**src/rtl/rsi_defines.vh**
```
// Constants for the reset state initializer: register map, reset loads, vectors
`ifndef RSI_DEFINES_VH
`define RSI_DEFINES_VH

`define RSI_AW             4
`define RSI_DW             8
`define RSI_PCW            13
`define RSI_EVW            6

`define RSI_OFF_STATUS     4'h0
`define RSI_OFF_PWR_CAUSE  4'h1
`define RSI_OFF_IRQ_CTL    4'h2
`define RSI_OFF_PFLAG_A    4'h3
`define RSI_OFF_PFLAG_B    4'h4
`define RSI_OFF_OPTION     4'h5
`define RSI_OFF_DIR_A      4'h6
`define RSI_OFF_PERIOD_B   4'h7
`define RSI_OFF_HOLD       4'h8
`define RSI_OFF_EV_STAT    4'h9
`define RSI_OFF_EV_MASK    4'hA

`define RSI_IMPL_FULL      8'hFF
`define RSI_IMPL_PFLAG_B   8'h01
`define RSI_IMPL_DIR_A     8'h3F
`define RSI_IMPL_PWR_CAUSE 8'h03
`define RSI_IMPL_EV        8'h3F
`define RSI_ZERO           8'h00
`define RSI_ONES           8'hFF

`define RSI_ST_WMASK       8'hE7
`define RSI_ST_POR_VAL     8'h18
`define RSI_ST_POR_MSK     8'hF8
`define RSI_ST_MASTER_CLEAR_PIN_VAL    8'h00
`define RSI_ST_MASTER_CLEAR_PIN_MSK    8'hE0
`define RSI_ST_MSLP_VAL    8'h10
`define RSI_ST_WDT_VAL     8'h08
`define RSI_ST_WAKE_MSK    8'h18
`define RSI_ST_WWAKE_VAL   8'h00
`define RSI_ST_IWAKE_VAL   8'h10

`define RSI_IC_RST_MSK     8'hFE
`define RSI_PC_POR_MSK     8'h02
`define RSI_PC_BOR_MSK     8'h01

`define RSI_GIE_BIT        7

`define RSI_PC_RESET       13'h0000
`define RSI_PC_VECTOR      13'h0004
`define RSI_PC_STEP        13'h0001

`define RSI_EV_POR         0
`define RSI_EV_BOR         1
`define RSI_EV_MASTER_CLEAR_PIN        2
`define RSI_EV_WDT_RST     3
`define RSI_EV_WDT_WAKE    4
`define RSI_EV_IRQ_WAKE    5

`endif

```
**src/rtl/rsi_sfr.v**
```verilog
// One special function register with class load, software write and hardware set
`timescale 1ns/1ps
`include "rsi_defines.vh"
module rsi_sfr #(
  parameter [7:0] INIT  = 8'h00,
  parameter [7:0] IMPL  = 8'hFF,
  parameter [7:0] WMASK = 8'hFF
) (
  input  wire       clk,
  input  wire       reset_n,
  input  wire       load,
  input  wire [7:0] load_val,
  input  wire [7:0] load_mask,
  input  wire       wr,
  input  wire [7:0] wdata,
  input  wire [7:0] set_bits,
  output wire [7:0] q
);

  reg [7:0] val_ff;
  reg [7:0] nxt_val;

  always @* begin
    nxt_val = val_ff;
    if (load) begin
      // Masked-out bits keep their prior value
      nxt_val = (val_ff & ~load_mask) | (load_val & load_mask);
    end else if (wr) begin
      nxt_val = (val_ff & ~WMASK) | (wdata & WMASK);
    end
    // Hardware set wins over a same-cycle write or load
    nxt_val = (nxt_val | set_bits) & IMPL;
  end

  always @(posedge clk or negedge reset_n) begin
    if (!reset_n) begin
      val_ff <= INIT & IMPL;
    end else begin
      val_ff <= nxt_val;
    end
  end

  assign q = val_ff & IMPL;

endmodule

```
**src/rtl/rsi_sync2.v**
```verilog
// Two-flop synchroniser for a group of asynchronous levels
`timescale 1ns/1ps
module rsi_sync2 #(
  parameter W = 1
) (
  input  wire         clk,
  input  wire         reset_n,
  input  wire [W-1:0] din,
  output wire [W-1:0] dout
);

  reg [W-1:0] meta_ff;
  reg [W-1:0] sync_ff;

  always @(posedge clk or negedge reset_n) begin
    if (!reset_n) begin
      meta_ff <= {W{1'b0}};
      sync_ff <= {W{1'b0}};
    end else begin
      meta_ff <= din;
      sync_ff <= meta_ff;
    end
  end

  assign dout = sync_ff;

endmodule

```
**src/rtl/rsi_top.v**
```verilog
// Reset state initializer: per-class register loads, program counter placement, cause flags
//
// Chosen here: the address map and strobed register access.
`timescale 1ns/1ps
`include "rsi_defines.vh"
module rsi_top (
  input  wire                  clk,
  input  wire                  reset_n,
  input  wire                  por_pulse,
  input  wire                  brownout_pulse,
  input  wire                  master_clear_pin_n,
  input  wire                  watchdog_timer_timeout,
  input  wire                  wake_irq,
  input  wire                  core_sleeping,
  input  wire [`RSI_PCW-1:0]   core_pc,
  input  wire [`RSI_DW-1:0]    wake_src_ctl,
  input  wire [`RSI_DW-1:0]    wake_src_a,
  input  wire [`RSI_DW-1:0]    wake_src_b,
  input  wire [`RSI_AW-1:0]    addr,
  input  wire [`RSI_DW-1:0]    wdata,
  input  wire                  wr,
  input  wire                  rd,
  output reg  [`RSI_DW-1:0]    rdata_ff,
  output reg                   irq_ff,
  output reg                   pc_load_ff,
  output reg  [`RSI_PCW-1:0]   pc_value_ff,
  output reg  [`RSI_EVW-1:0]   class_ff
);

  // Source synchronisation and edge detection
  wire [4:0] src_raw;
  wire [4:0] src_sync;
  reg  [4:0] src_prev_ff;
  wire [4:0] src_rise;

  assign src_raw = {wake_irq, watchdog_timer_timeout, ~master_clear_pin_n,
                    brownout_pulse, por_pulse};

  rsi_sync2 #(
    .W (5)
  ) u_sync (
    .clk     (clk),
    .reset_n (reset_n),
    .din     (src_raw),
    .dout    (src_sync)
  );

  always @(posedge clk or negedge reset_n) begin
    if (!reset_n) begin
      src_prev_ff <= 5'h00;
    end else begin
      src_prev_ff <= src_sync;
    end
  end

  assign src_rise = src_sync & ~src_prev_ff;

  // Reset class decode, highest priority first
  reg cls_por;
  reg cls_bor;
  reg cls_master_clear_pin;
  reg cls_master_clear_pin_sleep;
  reg cls_wdt_rst;
  reg cls_wdt_wake;
  reg cls_irq_wake;
  reg any_rst;
  reg any_wake;

  always @* begin
    cls_por        = src_rise[0];
    cls_bor        = src_rise[1] & ~cls_por;
    cls_master_clear_pin       = src_rise[2] & ~cls_por & ~cls_bor;
    cls_master_clear_pin_sleep = cls_master_clear_pin & core_sleeping;
    cls_wdt_rst    = src_rise[3] & ~cls_por & ~cls_bor & ~cls_master_clear_pin & ~core_sleeping;
    cls_wdt_wake   = src_rise[3] & ~cls_por & ~cls_bor & ~cls_master_clear_pin & core_sleeping;
    cls_irq_wake   = src_rise[4] & core_sleeping & ~cls_por & ~cls_bor & ~cls_master_clear_pin &
                     ~src_rise[3];
    any_rst        = cls_por | cls_bor | cls_master_clear_pin | cls_wdt_rst;
    any_wake       = cls_wdt_wake | cls_irq_wake;
  end

  // Status register load per class
  reg [7:0] st_val;
  reg [7:0] st_msk;

  always @* begin
    st_val = `RSI_ZERO;
    st_msk = `RSI_ZERO;
    if (cls_por | cls_bor) begin
      st_val = `RSI_ST_POR_VAL;
      st_msk = `RSI_ST_POR_MSK;
    end else if (cls_master_clear_pin_sleep) begin
      st_val = `RSI_ST_MSLP_VAL;
      st_msk = `RSI_ST_POR_MSK;
    end else if (cls_master_clear_pin) begin
      st_val = `RSI_ST_MASTER_CLEAR_PIN_VAL;
      st_msk = `RSI_ST_MASTER_CLEAR_PIN_MSK;
    end else if (cls_wdt_rst) begin
      st_val = `RSI_ST_WDT_VAL;
      st_msk = `RSI_ST_POR_MSK;
    end else if (cls_wdt_wake) begin
      st_val = `RSI_ST_WWAKE_VAL;
      st_msk = `RSI_ST_WAKE_MSK;
    end else if (cls_irq_wake) begin
      st_val = `RSI_ST_IWAKE_VAL;
      st_msk = `RSI_ST_WAKE_MSK;
    end
  end

  // Reset-cause flags: power-on clears bit 1, brown-out clears bit 0
  reg [7:0] pwr_msk;

  always @* begin
    pwr_msk = `RSI_ZERO;
    if (cls_por) begin
      pwr_msk = `RSI_PC_POR_MSK;
    end else if (cls_bor) begin
      pwr_msk = `RSI_PC_BOR_MSK;
    end
  end

  // Register write strobes
  wire wr_status;
  wire wr_pwr;
  wire wr_ictl;
  wire wr_pfa;
  wire wr_pfb;
  wire wr_opt;
  wire wr_dira;
  wire wr_per;

  assign wr_status = wr & (addr == `RSI_OFF_STATUS);
  assign wr_pwr    = wr & (addr == `RSI_OFF_PWR_CAUSE);
  assign wr_ictl   = wr & (addr == `RSI_OFF_IRQ_CTL);
  assign wr_pfa    = wr & (addr == `RSI_OFF_PFLAG_A);
  assign wr_pfb    = wr & (addr == `RSI_OFF_PFLAG_B);
  assign wr_opt    = wr & (addr == `RSI_OFF_OPTION);
  assign wr_dira   = wr & (addr == `RSI_OFF_DIR_A);
  assign wr_per    = wr & (addr == `RSI_OFF_PERIOD_B);

  // Wake flag sets
  wire [7:0] set_ictl;
  wire [7:0] set_pfa;
  wire [7:0] set_pfb;

  assign set_ictl = any_wake ? wake_src_ctl : `RSI_ZERO;
  assign set_pfa  = any_wake ? wake_src_a : `RSI_ZERO;
  assign set_pfb  = any_wake ? wake_src_b : `RSI_ZERO;

  wire [7:0] q_status;
  wire [7:0] q_pwr;
  wire [7:0] q_ictl;
  wire [7:0] q_pfa;
  wire [7:0] q_pfb;
  wire [7:0] q_opt;
  wire [7:0] q_dira;
  wire [7:0] q_per;

  rsi_sfr #(.INIT(`RSI_ST_POR_VAL), .IMPL(`RSI_IMPL_FULL), .WMASK(`RSI_ST_WMASK)) u_status (
    .clk (clk), .reset_n (reset_n), .load (any_rst | any_wake), .load_val (st_val),
    .load_mask (st_msk), .wr (wr_status), .wdata (wdata), .set_bits (`RSI_ZERO),
    .q (q_status)
  );

  rsi_sfr #(.INIT(`RSI_ZERO), .IMPL(`RSI_IMPL_PWR_CAUSE), .WMASK(`RSI_ONES)) u_pwr (
    .clk (clk), .reset_n (reset_n), .load (cls_por | cls_bor), .load_val (`RSI_ZERO),
    .load_mask (pwr_msk), .wr (wr_pwr), .wdata (wdata), .set_bits (`RSI_ZERO),
    .q (q_pwr)
  );

  // Interrupt control: bit 0 survives every class reset but is cleared by the system reset, global enable clears
  rsi_sfr #(.INIT(`RSI_ZERO), .IMPL(`RSI_IMPL_FULL), .WMASK(`RSI_ONES)) u_ictl (
    .clk (clk), .reset_n (reset_n), .load (any_rst), .load_val (`RSI_ZERO),
    .load_mask (`RSI_IC_RST_MSK), .wr (wr_ictl), .wdata (wdata), .set_bits (set_ictl),
    .q (q_ictl)
  );

  rsi_sfr #(.INIT(`RSI_ZERO), .IMPL(`RSI_IMPL_FULL), .WMASK(`RSI_ONES)) u_pfa (
    .clk (clk), .reset_n (reset_n), .load (any_rst), .load_val (`RSI_ZERO),
    .load_mask (`RSI_ONES), .wr (wr_pfa), .wdata (wdata), .set_bits (set_pfa),
    .q (q_pfa)
  );

  rsi_sfr #(.INIT(`RSI_ZERO), .IMPL(`RSI_IMPL_PFLAG_B), .WMASK(`RSI_ONES)) u_pfb (
    .clk (clk), .reset_n (reset_n), .load (any_rst), .load_val (`RSI_ZERO),
    .load_mask (`RSI_ONES), .wr (wr_pfb), .wdata (wdata), .set_bits (set_pfb),
    .q (q_pfb)
  );

  rsi_sfr #(.INIT(`RSI_ONES), .IMPL(`RSI_IMPL_FULL), .WMASK(`RSI_ONES)) u_opt (
    .clk (clk), .reset_n (reset_n), .load (any_rst), .load_val (`RSI_ONES),
    .load_mask (`RSI_ONES), .wr (wr_opt), .wdata (wdata), .set_bits (`RSI_ZERO),
    .q (q_opt)
  );

  rsi_sfr #(.INIT(`RSI_ONES), .IMPL(`RSI_IMPL_DIR_A), .WMASK(`RSI_ONES)) u_dira (
    .clk (clk), .reset_n (reset_n), .load (any_rst), .load_val (`RSI_ONES),
    .load_mask (`RSI_ONES), .wr (wr_dira), .wdata (wdata), .set_bits (`RSI_ZERO),
    .q (q_dira)
  );

  rsi_sfr #(.INIT(`RSI_ONES), .IMPL(`RSI_IMPL_FULL), .WMASK(`RSI_ONES)) u_per (
    .clk (clk), .reset_n (reset_n), .load (any_rst | any_wake), .load_val (`RSI_ONES),
    .load_mask (`RSI_ONES), .wr (wr_per), .wdata (wdata), .set_bits (`RSI_ZERO),
    .q (q_per)
  );

  // Scratch register that no reset touches, not even the system reset
  reg [7:0] hold_ff;

  always @(posedge clk) begin
    if (wr & (addr == `RSI_OFF_HOLD)) begin
      hold_ff <= wdata;
    end
  end

  // Program counter placement
  reg                nxt_pc_load;
  reg [`RSI_PCW-1:0] nxt_pc_value;

  always @* begin
    nxt_pc_load  = 1'b0;
    nxt_pc_value = pc_value_ff;
    if (any_rst) begin
      nxt_pc_load  = 1'b1;
      nxt_pc_value = `RSI_PC_RESET;
    end else if (cls_irq_wake & q_ictl[`RSI_GIE_BIT]) begin
      nxt_pc_load  = 1'b1;
      nxt_pc_value = `RSI_PC_VECTOR;
    end else if (any_wake) begin
      nxt_pc_load  = 1'b1;
      nxt_pc_value = core_pc + `RSI_PC_STEP;
    end
  end

  always @(posedge clk or negedge reset_n) begin
    if (!reset_n) begin
      pc_load_ff  <= 1'b0;
      pc_value_ff <= `RSI_PC_RESET;
    end else begin
      pc_load_ff  <= nxt_pc_load;
      pc_value_ff <= nxt_pc_value;
    end
  end

  // Class event flags, sticky with write-one-to-clear, set wins
  reg  [`RSI_EVW-1:0] ev_stat_ff;
  reg  [`RSI_EVW-1:0] ev_mask_ff;
  wire [`RSI_EVW-1:0] ev_now;
  wire [`RSI_EVW-1:0] ev_clr;
  wire [`RSI_EVW-1:0] nxt_ev_stat;
  wire [`RSI_EVW-1:0] nxt_ev_mask;

  assign ev_now = {cls_irq_wake, cls_wdt_wake, cls_wdt_rst, cls_master_clear_pin, cls_bor, cls_por};
  assign ev_clr = (wr & (addr == `RSI_OFF_EV_STAT)) ? wdata[`RSI_EVW-1:0] : {`RSI_EVW{1'b0}};
  assign nxt_ev_stat = (ev_stat_ff & ~ev_clr) | ev_now;
  // Interrupt level follows a mask written in the same cycle, not one cycle late
  assign nxt_ev_mask = (wr & (addr == `RSI_OFF_EV_MASK)) ? wdata[`RSI_EVW-1:0] : ev_mask_ff;

  always @(posedge clk or negedge reset_n) begin
    if (!reset_n) begin
      ev_stat_ff <= {`RSI_EVW{1'b0}};
      ev_mask_ff <= {`RSI_EVW{1'b0}};
      irq_ff     <= 1'b0;
      class_ff   <= {`RSI_EVW{1'b0}};
    end else begin
      ev_stat_ff <= nxt_ev_stat;
      if (wr & (addr == `RSI_OFF_EV_MASK)) begin
        ev_mask_ff <= wdata[`RSI_EVW-1:0];
      end
      irq_ff     <= |(nxt_ev_stat & nxt_ev_mask);
      class_ff   <= ev_now;
    end
  end

  // Read path, one cycle after the strobe; unmapped reads return zero
  reg [7:0] rd_mux;

  always @* begin
    case (addr)
      `RSI_OFF_STATUS:    rd_mux = q_status;
      `RSI_OFF_PWR_CAUSE: rd_mux = q_pwr;
      `RSI_OFF_IRQ_CTL:   rd_mux = q_ictl;
      `RSI_OFF_PFLAG_A:   rd_mux = q_pfa;
      `RSI_OFF_PFLAG_B:   rd_mux = q_pfb;
      `RSI_OFF_OPTION:    rd_mux = q_opt;
      `RSI_OFF_DIR_A:     rd_mux = q_dira;
      `RSI_OFF_PERIOD_B:  rd_mux = q_per;
      `RSI_OFF_HOLD:      rd_mux = hold_ff;
      `RSI_OFF_EV_STAT:   rd_mux = {2'b00, ev_stat_ff};
      `RSI_OFF_EV_MASK:   rd_mux = {2'b00, ev_mask_ff};
      default:            rd_mux = `RSI_ZERO;
    endcase
  end

  always @(posedge clk or negedge reset_n) begin
    if (!reset_n) begin
      rdata_ff <= `RSI_ZERO;
    end else if (rd) begin
      rdata_ff <= rd_mux;
    end else begin
      rdata_ff <= `RSI_ZERO;
    end
  end

endmodule

```
**config.mk**
```make
export PLATFORM = sky130hd
export DESIGN_NAME = rsi_top
export DESIGN_NICKNAME = d
export VERILOG_FILES = /design/src/rtl/rsi_sfr.v /design/src/rtl/rsi_sync2.v /design/src/rtl/rsi_top.v
export VERILOG_INCLUDE_DIRS = /design/src /design/src/rtl
export SDC_FILE = /design/constraint.sdc
export NUM_CORES = 1
export LEC_CHECK = 0
export ABC_AREA = 1
export BUFFER_PORTS_ARGS = -buffer_cell sky130_fd_sc_hd__buf_4
export CORE_ASPECT_RATIO = 1.4
export CORE_MARGIN = 5
export CORE_UTILIZATION = 61
export DETAILED_ROUTE_END_ITERATION = 10
export GPL_ROUTABILITY_DRIVEN = 0
export PLACE_DENSITY = 0.83
export REMOVE_ABC_BUFFERS = 1
export SETUP_SLACK_MARGIN = 0.5
export SYNTH_ARGS = -nofsm -noshare
export SYNTH_HDL_FRONTEND = slang
export SYNTH_HIERARCHICAL = 1
export SYNTH_SLANG_ARGS = --single-unit
```
**constraint.sdc**
```tcl
create_clock -name clk -period 3.3 [get_ports clk]
set_input_delay 0.33 -clock clk [delete_from_list [all_inputs] [get_ports clk]]
set_output_delay 0.33 -clock clk [all_outputs]
set_load 0.1 [all_outputs]
```
After elaboration in Yosys (flattened, before gate mapping)
Index checks and enable logic that the tools add are counted.
Widths: inputs -> output; s select.

storage, ports and cells
  flip-flop bits (word level) = 113
  input port bits = 59
  output and inout bits = 29
  logic and storage cells = 134

operators by class
  add/subtract/negate cells = 1
  equality and inequality tests = 10
  multiplexer cells = 43
  bitwise operators = 53
  reductions and logical operators = 8

operators with widths
  operator               count
  $mux 8                 17
  $pmux 8 s11            1
  $mux 5                 8
  $mux 13                3
  $and 1x1->1            26
  $mux 6                 4
  $or 8x8->8             3
  $eq 4x3->1 const B     4
  $add 13x1->13 const B  1
  $and 6x6->6            2
  $eq 4x4->1 const B     3
  $reduce_bool 2->1      5
  $and 5x8->8            1
  $and 8x8->8            1
  $eq 4x2->1 const B     2
  $not 8->8              1
  $or 5x8->8             1
  $mux 1                 7
  $mux 2                 3
  $not 1->1              6
  $not 6->6              1
  $or 1x1->1             6
  $or 6x6->6             1
  $reduce_or 6->1        1
  7 further kinds        7

Longest topological paths before layout
  depth after elaboration = 19
  mapped depth = 14
  gate-level depth less buffers = 13

By module
Netlist, hierarchy kept.

by module, submodules not included
  module                 times used  cells each  area an instance (um2)  seq. area each (um2)
  rsi_top                1           471         3304.4                  1391.3
  rsi_sfr at u_opt ...   2           92          554.3                   210.2
  rsi_sfr at u_ictl ...  2           92          544.3                   200.2
  rsi_sfr at u_status    1           79          506.7                   202.7
  rsi_sfr at u_dira      1           71          424.2                   157.7
  rsi_sync2              1           10          250.2                   250.2
  rsi_sfr at u_pwr       1           31          186.4                   50.0
  rsi_sfr at u_pfb       1           21          128.9                   25.0

Least setup slack after synthesis
Ideal clock, no wire load.

  path kind = register to register
  start point = reg u_sync.sync_ff[1] (netlist: u_sync/dout[1])
  end point = reg u_ictl.val_ff[0] (netlist: u_ictl/q[0])
  setup time = 0.065 ns
  arrival time = 1.746 ns
  data required time = 3.235 ns
  slack = 1.489 ns
  stages on the path, launching flop included = 14
  buffers on the path = 2
  clock period less this slack = 1.811 ns
  cells stage by stage = dfrtp_1 nand2_1 nand2_4 nor2_8 nand3_2 inv_2 nor2_8 buf_6 inv_1 buf_2 inv_2 nand3_1 nand2_1 nand2_1

between the ends
  cells in the longest elaborated chain, start to end = 10
  elaborated cells between the ends (all ways) = 19
  classes of those cells = mux (2); bitwise (17)

RTL lines
  item                          line                        source
  start: declaration            rsi_sync2.v:13              reg [W-1:0] sync_ff;
  start signal: assignment      rsi_sync2.v:18              sync_ff <= {W{1'b0}};
  start signal: assignment      rsi_sync2.v:21              sync_ff <= meta_ff;
  $and 5x5->5 (*)               rsi_top.v:56                assign src_rise = src_sync & ~src_prev_ff;
  $and 1x1->1 (*)               rsi_top.v:71                cls_bor = src_rise[1] & ~cls_por;
  $not 1->1 (*)                 rsi_top.v:72, rsi_top.v:74
  $and 1x1->1                   rsi_top.v:72                cls_master_clear_pin = src_rise[2] & ~cls_por & ~cls_bor;
  $not 1->1                     rsi_top.v:74                cls_wdt_rst = src_rise[3] & ~cls_por & ~cls_bor & ~cls_master_clear_pin & ~core_sleeping;
  $and 1x1->1 (*) (2 in a row)  rsi_top.v:74
  net cls_wdt_rst               rsi_top.v:63                reg cls_wdt_rst;
  $or 1x1->1 (*)                rsi_top.v:78                any_rst = cls_por | cls_bor | cls_master_clear_pin | cls_wdt_rst;
  net any_rst                   rsi_top.v:66                reg any_rst;
  $mux 8 (*)                    rsi_sfr.v:25                if (load) begin
  $or 8x8->8 (*)                rsi_sfr.v:32                nxt_val = (nxt_val | set_bits) & IMPL;
  net u_ictl.nxt_val[0]         rsi_sfr.v:21                reg [7:0] nxt_val;
  end signal: assignment        rsi_sfr.v:37                val_ff <= INIT & IMPL;
  end signal: assignment        rsi_sfr.v:39                val_ff <= nxt_val;
  end: declaration              rsi_sfr.v:20                reg [7:0] val_ff;

Mark *: on every way through the listed nets, which the timed path passes. The rest lies on a longest branch.
A chain may end at the register's enable or synchronous reset.

Worst setup path in the final report
  start point = reg u_sync.sync_ff[0] (netlist: u_sync/dout[0])
  end point = reg u_status.val_ff[3] (netlist: u_status/q[3])

between the ends
  elaborated cells between the ends (all ways) = 39
  classes of those cells = mux (12); bitwise (26); reduce/logical (1)

RTL lines
  item                          line                                      source
  $and 5x5->5 (*)               rsi_top.v:56
  $not 1->1 (*)                 rsi_top.v:71, rsi_top.v:72, rsi_top.v:74
  $and 1x1->1                   rsi_top.v:71
  $not 1->1                     rsi_top.v:72, rsi_top.v:74
  $and 1x1->1                   rsi_top.v:72
  $not 1->1                     rsi_top.v:74
  $and 1x1->1 (*) (2 in a row)  rsi_top.v:74
  net cls_wdt_rst               rsi_top.v:63
  $mux 8                        rsi_top.v:98                              end else if (cls_wdt_rst) begin
  $mux 8                        rsi_top.v:95                              end else if (cls_master_clear_pin) begin
  $mux 8                        rsi_top.v:92                              end else if (cls_master_clear_pin_sleep) begin
  $mux 8                        rsi_top.v:89                              if (cls_por | cls_bor) begin
  $not 8->8                     rsi_sfr.v:27                              nxt_val = (val_ff & ~load_mask) | (load_val & load_mask);
  $and 8x8->8                   rsi_sfr.v:27
  $or 8x8->8                    rsi_sfr.v:27
  $mux 8 (*)                    rsi_sfr.v:25
  net u_status.nxt_val[3]       rsi_sfr.v:21
  end signal: assignment        rsi_sfr.v:37
  end signal: assignment        rsi_sfr.v:39
  end: declaration              rsi_sfr.v:20

Marked as above.

==> impl_results.md <==
* Outcome: finished clean
* Total global routing track utilization at 27.5%
* Top Ports at 88
* P_leak at 0.00535 uW
* VDD IR-drop max at 460 uV
* Starting DRT DRC Count at 413
* Worst-Skew Late Latency at 0.42 ns
* Per-cell routed wire length at 12.3 um
* Worst-case clock buffer depth at 2
* Clock Sinks at 113
* Routed Wire Length at 17.7 mm
* Crit Path Class: reg -> reg
* Initial antenna violation count at 0
* Critical Path Sink Type: flop
* Tmin final at 2.20 ns
* Post-DP Area at 8200 um^2
* Sw frac at 33.3%
* RSZ-0062 raised after global routing: false
* Hold Path Class: in -> reg
* Starting density of the core at 61.9%
* Die ar. at 13700 um^2
* GRT overflow at 0
* TNS Setup at 0 ns
* Comb pwr share at 19.6%
* HPWL Detailed at 12.8 mm
* Remaining antenna violation count at 0
* Metal-1 WL at 6.63 mm
* Relative slew slack at 51.9%
* Achievable Freq at 0.455 GHz
* Nets@finish at 1348
* Fin Clk Skew at 0.00621 ns
* Met3 wire length at 1.23 mm
* Period utilisation layout at 66.6%
* Seq pwr share at 37.9%
* Net Switching at 1440 uW
* Internal cell power at 2890 uW
* TritonCTS buffer count at 17
* Layout Utilization at 78.5%
* Clock Power Share at 42.5%
* Critical Path Fanout Max at 19
* Max-cap violations at 0
* Worst Path Arrival at 2.54 ns
* Power Dens Cells at 491 nW/um^2
* Top Layer Used: met4
* Antenna diode count at 0
* First-pass GRT wire length at 29.4 mm
* Worst Tran Pin Value at 0.721 ns
* Final setup vio count at 0
* Vias in the first global route at 6358
* Row cnt at 46
* Largest net degree at the start of global routing at 55
* Avg Cell Area, Syn at 6.70 um^2
* Die W at 100 um
* CP Launch Type: flop
* IO buf count at 80
* Layout cell share with drive strength beyond 1 at 14.7%
* Met2 WL at 8.80 mm
* Chip Height at 136 um
* Via density at 4.60
* Slew Limit Fails at 0
* DR DRC count at 0
* Via count at 6653
* Area growth, synth to finish at 26.9%
* Final Hold Viols at 0
* First-pass iteration count of the detailed router at 5
* Syn. warnings at 6
* Tot Pwr at 4330 uW
* CTS tree: built
* Crit path required time at 3.64 ns
* Worst-path clk slew at 0.06 ns
* # H-tree levels at 4
* Final Cell Area at 8810 um^2
* Root buffer cell: clkbuf_16
* Syn Inst Count at 1037
* Synthesized area at 6950 um^2
* CORE AREA at 11200 um^2
## stage by stage
stage | std cells | hold slack, ns | setup slack [ns]
4_1_cts | 1443 | 0.00668 | 1.11
3_5_place_dp | 1410 | 0.335 | 1.13
6_report | 1445 | 0.0174 | 1.10
3_3_place_gp | 1410 | 0.332 | 1.16
2_1_floorplan | 1179 | 0.0344 | 0.832
5_1_grt | 1445 | 0.00620 | 0.903
## flip-flops by register name, summed over array words and instances, names as in the netlist, 8 cells and up
name,flops
rdata_ff,8
u_status/q,8
u_per/q,8
u_ictl/q,8
u_pfa/q,8
pc_value_ff,13
hold_ff,8
u_opt/q,8
## final timing paths
path / from / end / slack, ns / cells past startpoint
worst max register to register: u_sync/dout[0]$_DFF_PN0_ / u_status/q[3]$_DFF_PN1_ / 1.10 / 11
worst min register to register: u_sync/meta_ff[1]$_DFF_PN0_ / u_sync/dout[1]$_DFF_PN0_ / 0.35 / 0
min in group asynchronous: reset_n / u_sync/meta_ff[0]$_DFF_PN0_ / 0.50 / 2
max in group asynchronous: reset_n / u_opt/q[5]$_DFF_PN1_ / 2.01 / 3
worst max-delay path: u_sync/dout[0]$_DFF_PN0_ / u_status/q[3]$_DFF_PN1_ / 1.10 / 11
worst min-delay path: watchdog_timer_timeout / u_sync/meta_ff[3]$_DFF_PN0_ / 0.02 / 1
## area by class of cell
class,count,area [um^2]
Multi-Input combinational cell,884,3760
Sequential cell,113,2900
Fill cell,881,2410
Inverter,182,697
Timing Repair Buffer,90,696
Clock buffer,17,425
Tap cell,144,180
Clock inverter,15,163
## power groups by stage
| stage | registers, uW | clock network, uW | logic, uW |
|---|---|---|---|
| after detailed placement | 1660 | 0 | 826 |
| after global routing | 1660 | 1940 | 949 |
| after CTS | 1640 | 1860 | 835 |
| final | 1640 | 1840 | 847 |
| after global placement | 1660 | 0 | 812 |
| after floorplan | 1800 | 0 | 423 |
## routing by layer
| layer | vias up | global-route usage (%) |
|---|---|---|
| met5 | - | 0 |
| met4 | 0 | 15.2 |
| met3 | 66 | 6.37 |
| met2 | 252 | 47.6 |
| met1 | 2875 | 31.0 |
| li1 | 3460 | - |
## layout by cell type (no fill, tap or decap), types with 11 or more instances in the layout
cell type    n
inv_2       18
a21oi_1     14
dfrtp_1     81
o21ai_1     11
nor2_1      49
nand2_1    443
buf_4       86
dfstp_2     24
inv_1      163
conb_1     178
clkbuf_16   17
nand3_1    128
## worst max-delay path, stage by stage, from the launching register on
cell	delay, ns
dfrtp_1	0.38
nand2_2	0.12
nand2_4	0.10
nor2_8	0.14
nand3_2	0.11
inv_2	0.13
nor2_8	0.08
nand2_1	0.48
buf_4	0.28
nand2_1	0.07
a21oi_1	0.15
nand2_1	0.06
## what timing repair did
item	in CTS	in global routing
hold endpoints to repair	22	2
resized for setup	0	0
hold buffers	1	2
buffers inserted	0	0
(Power assumes the default switching activity.)
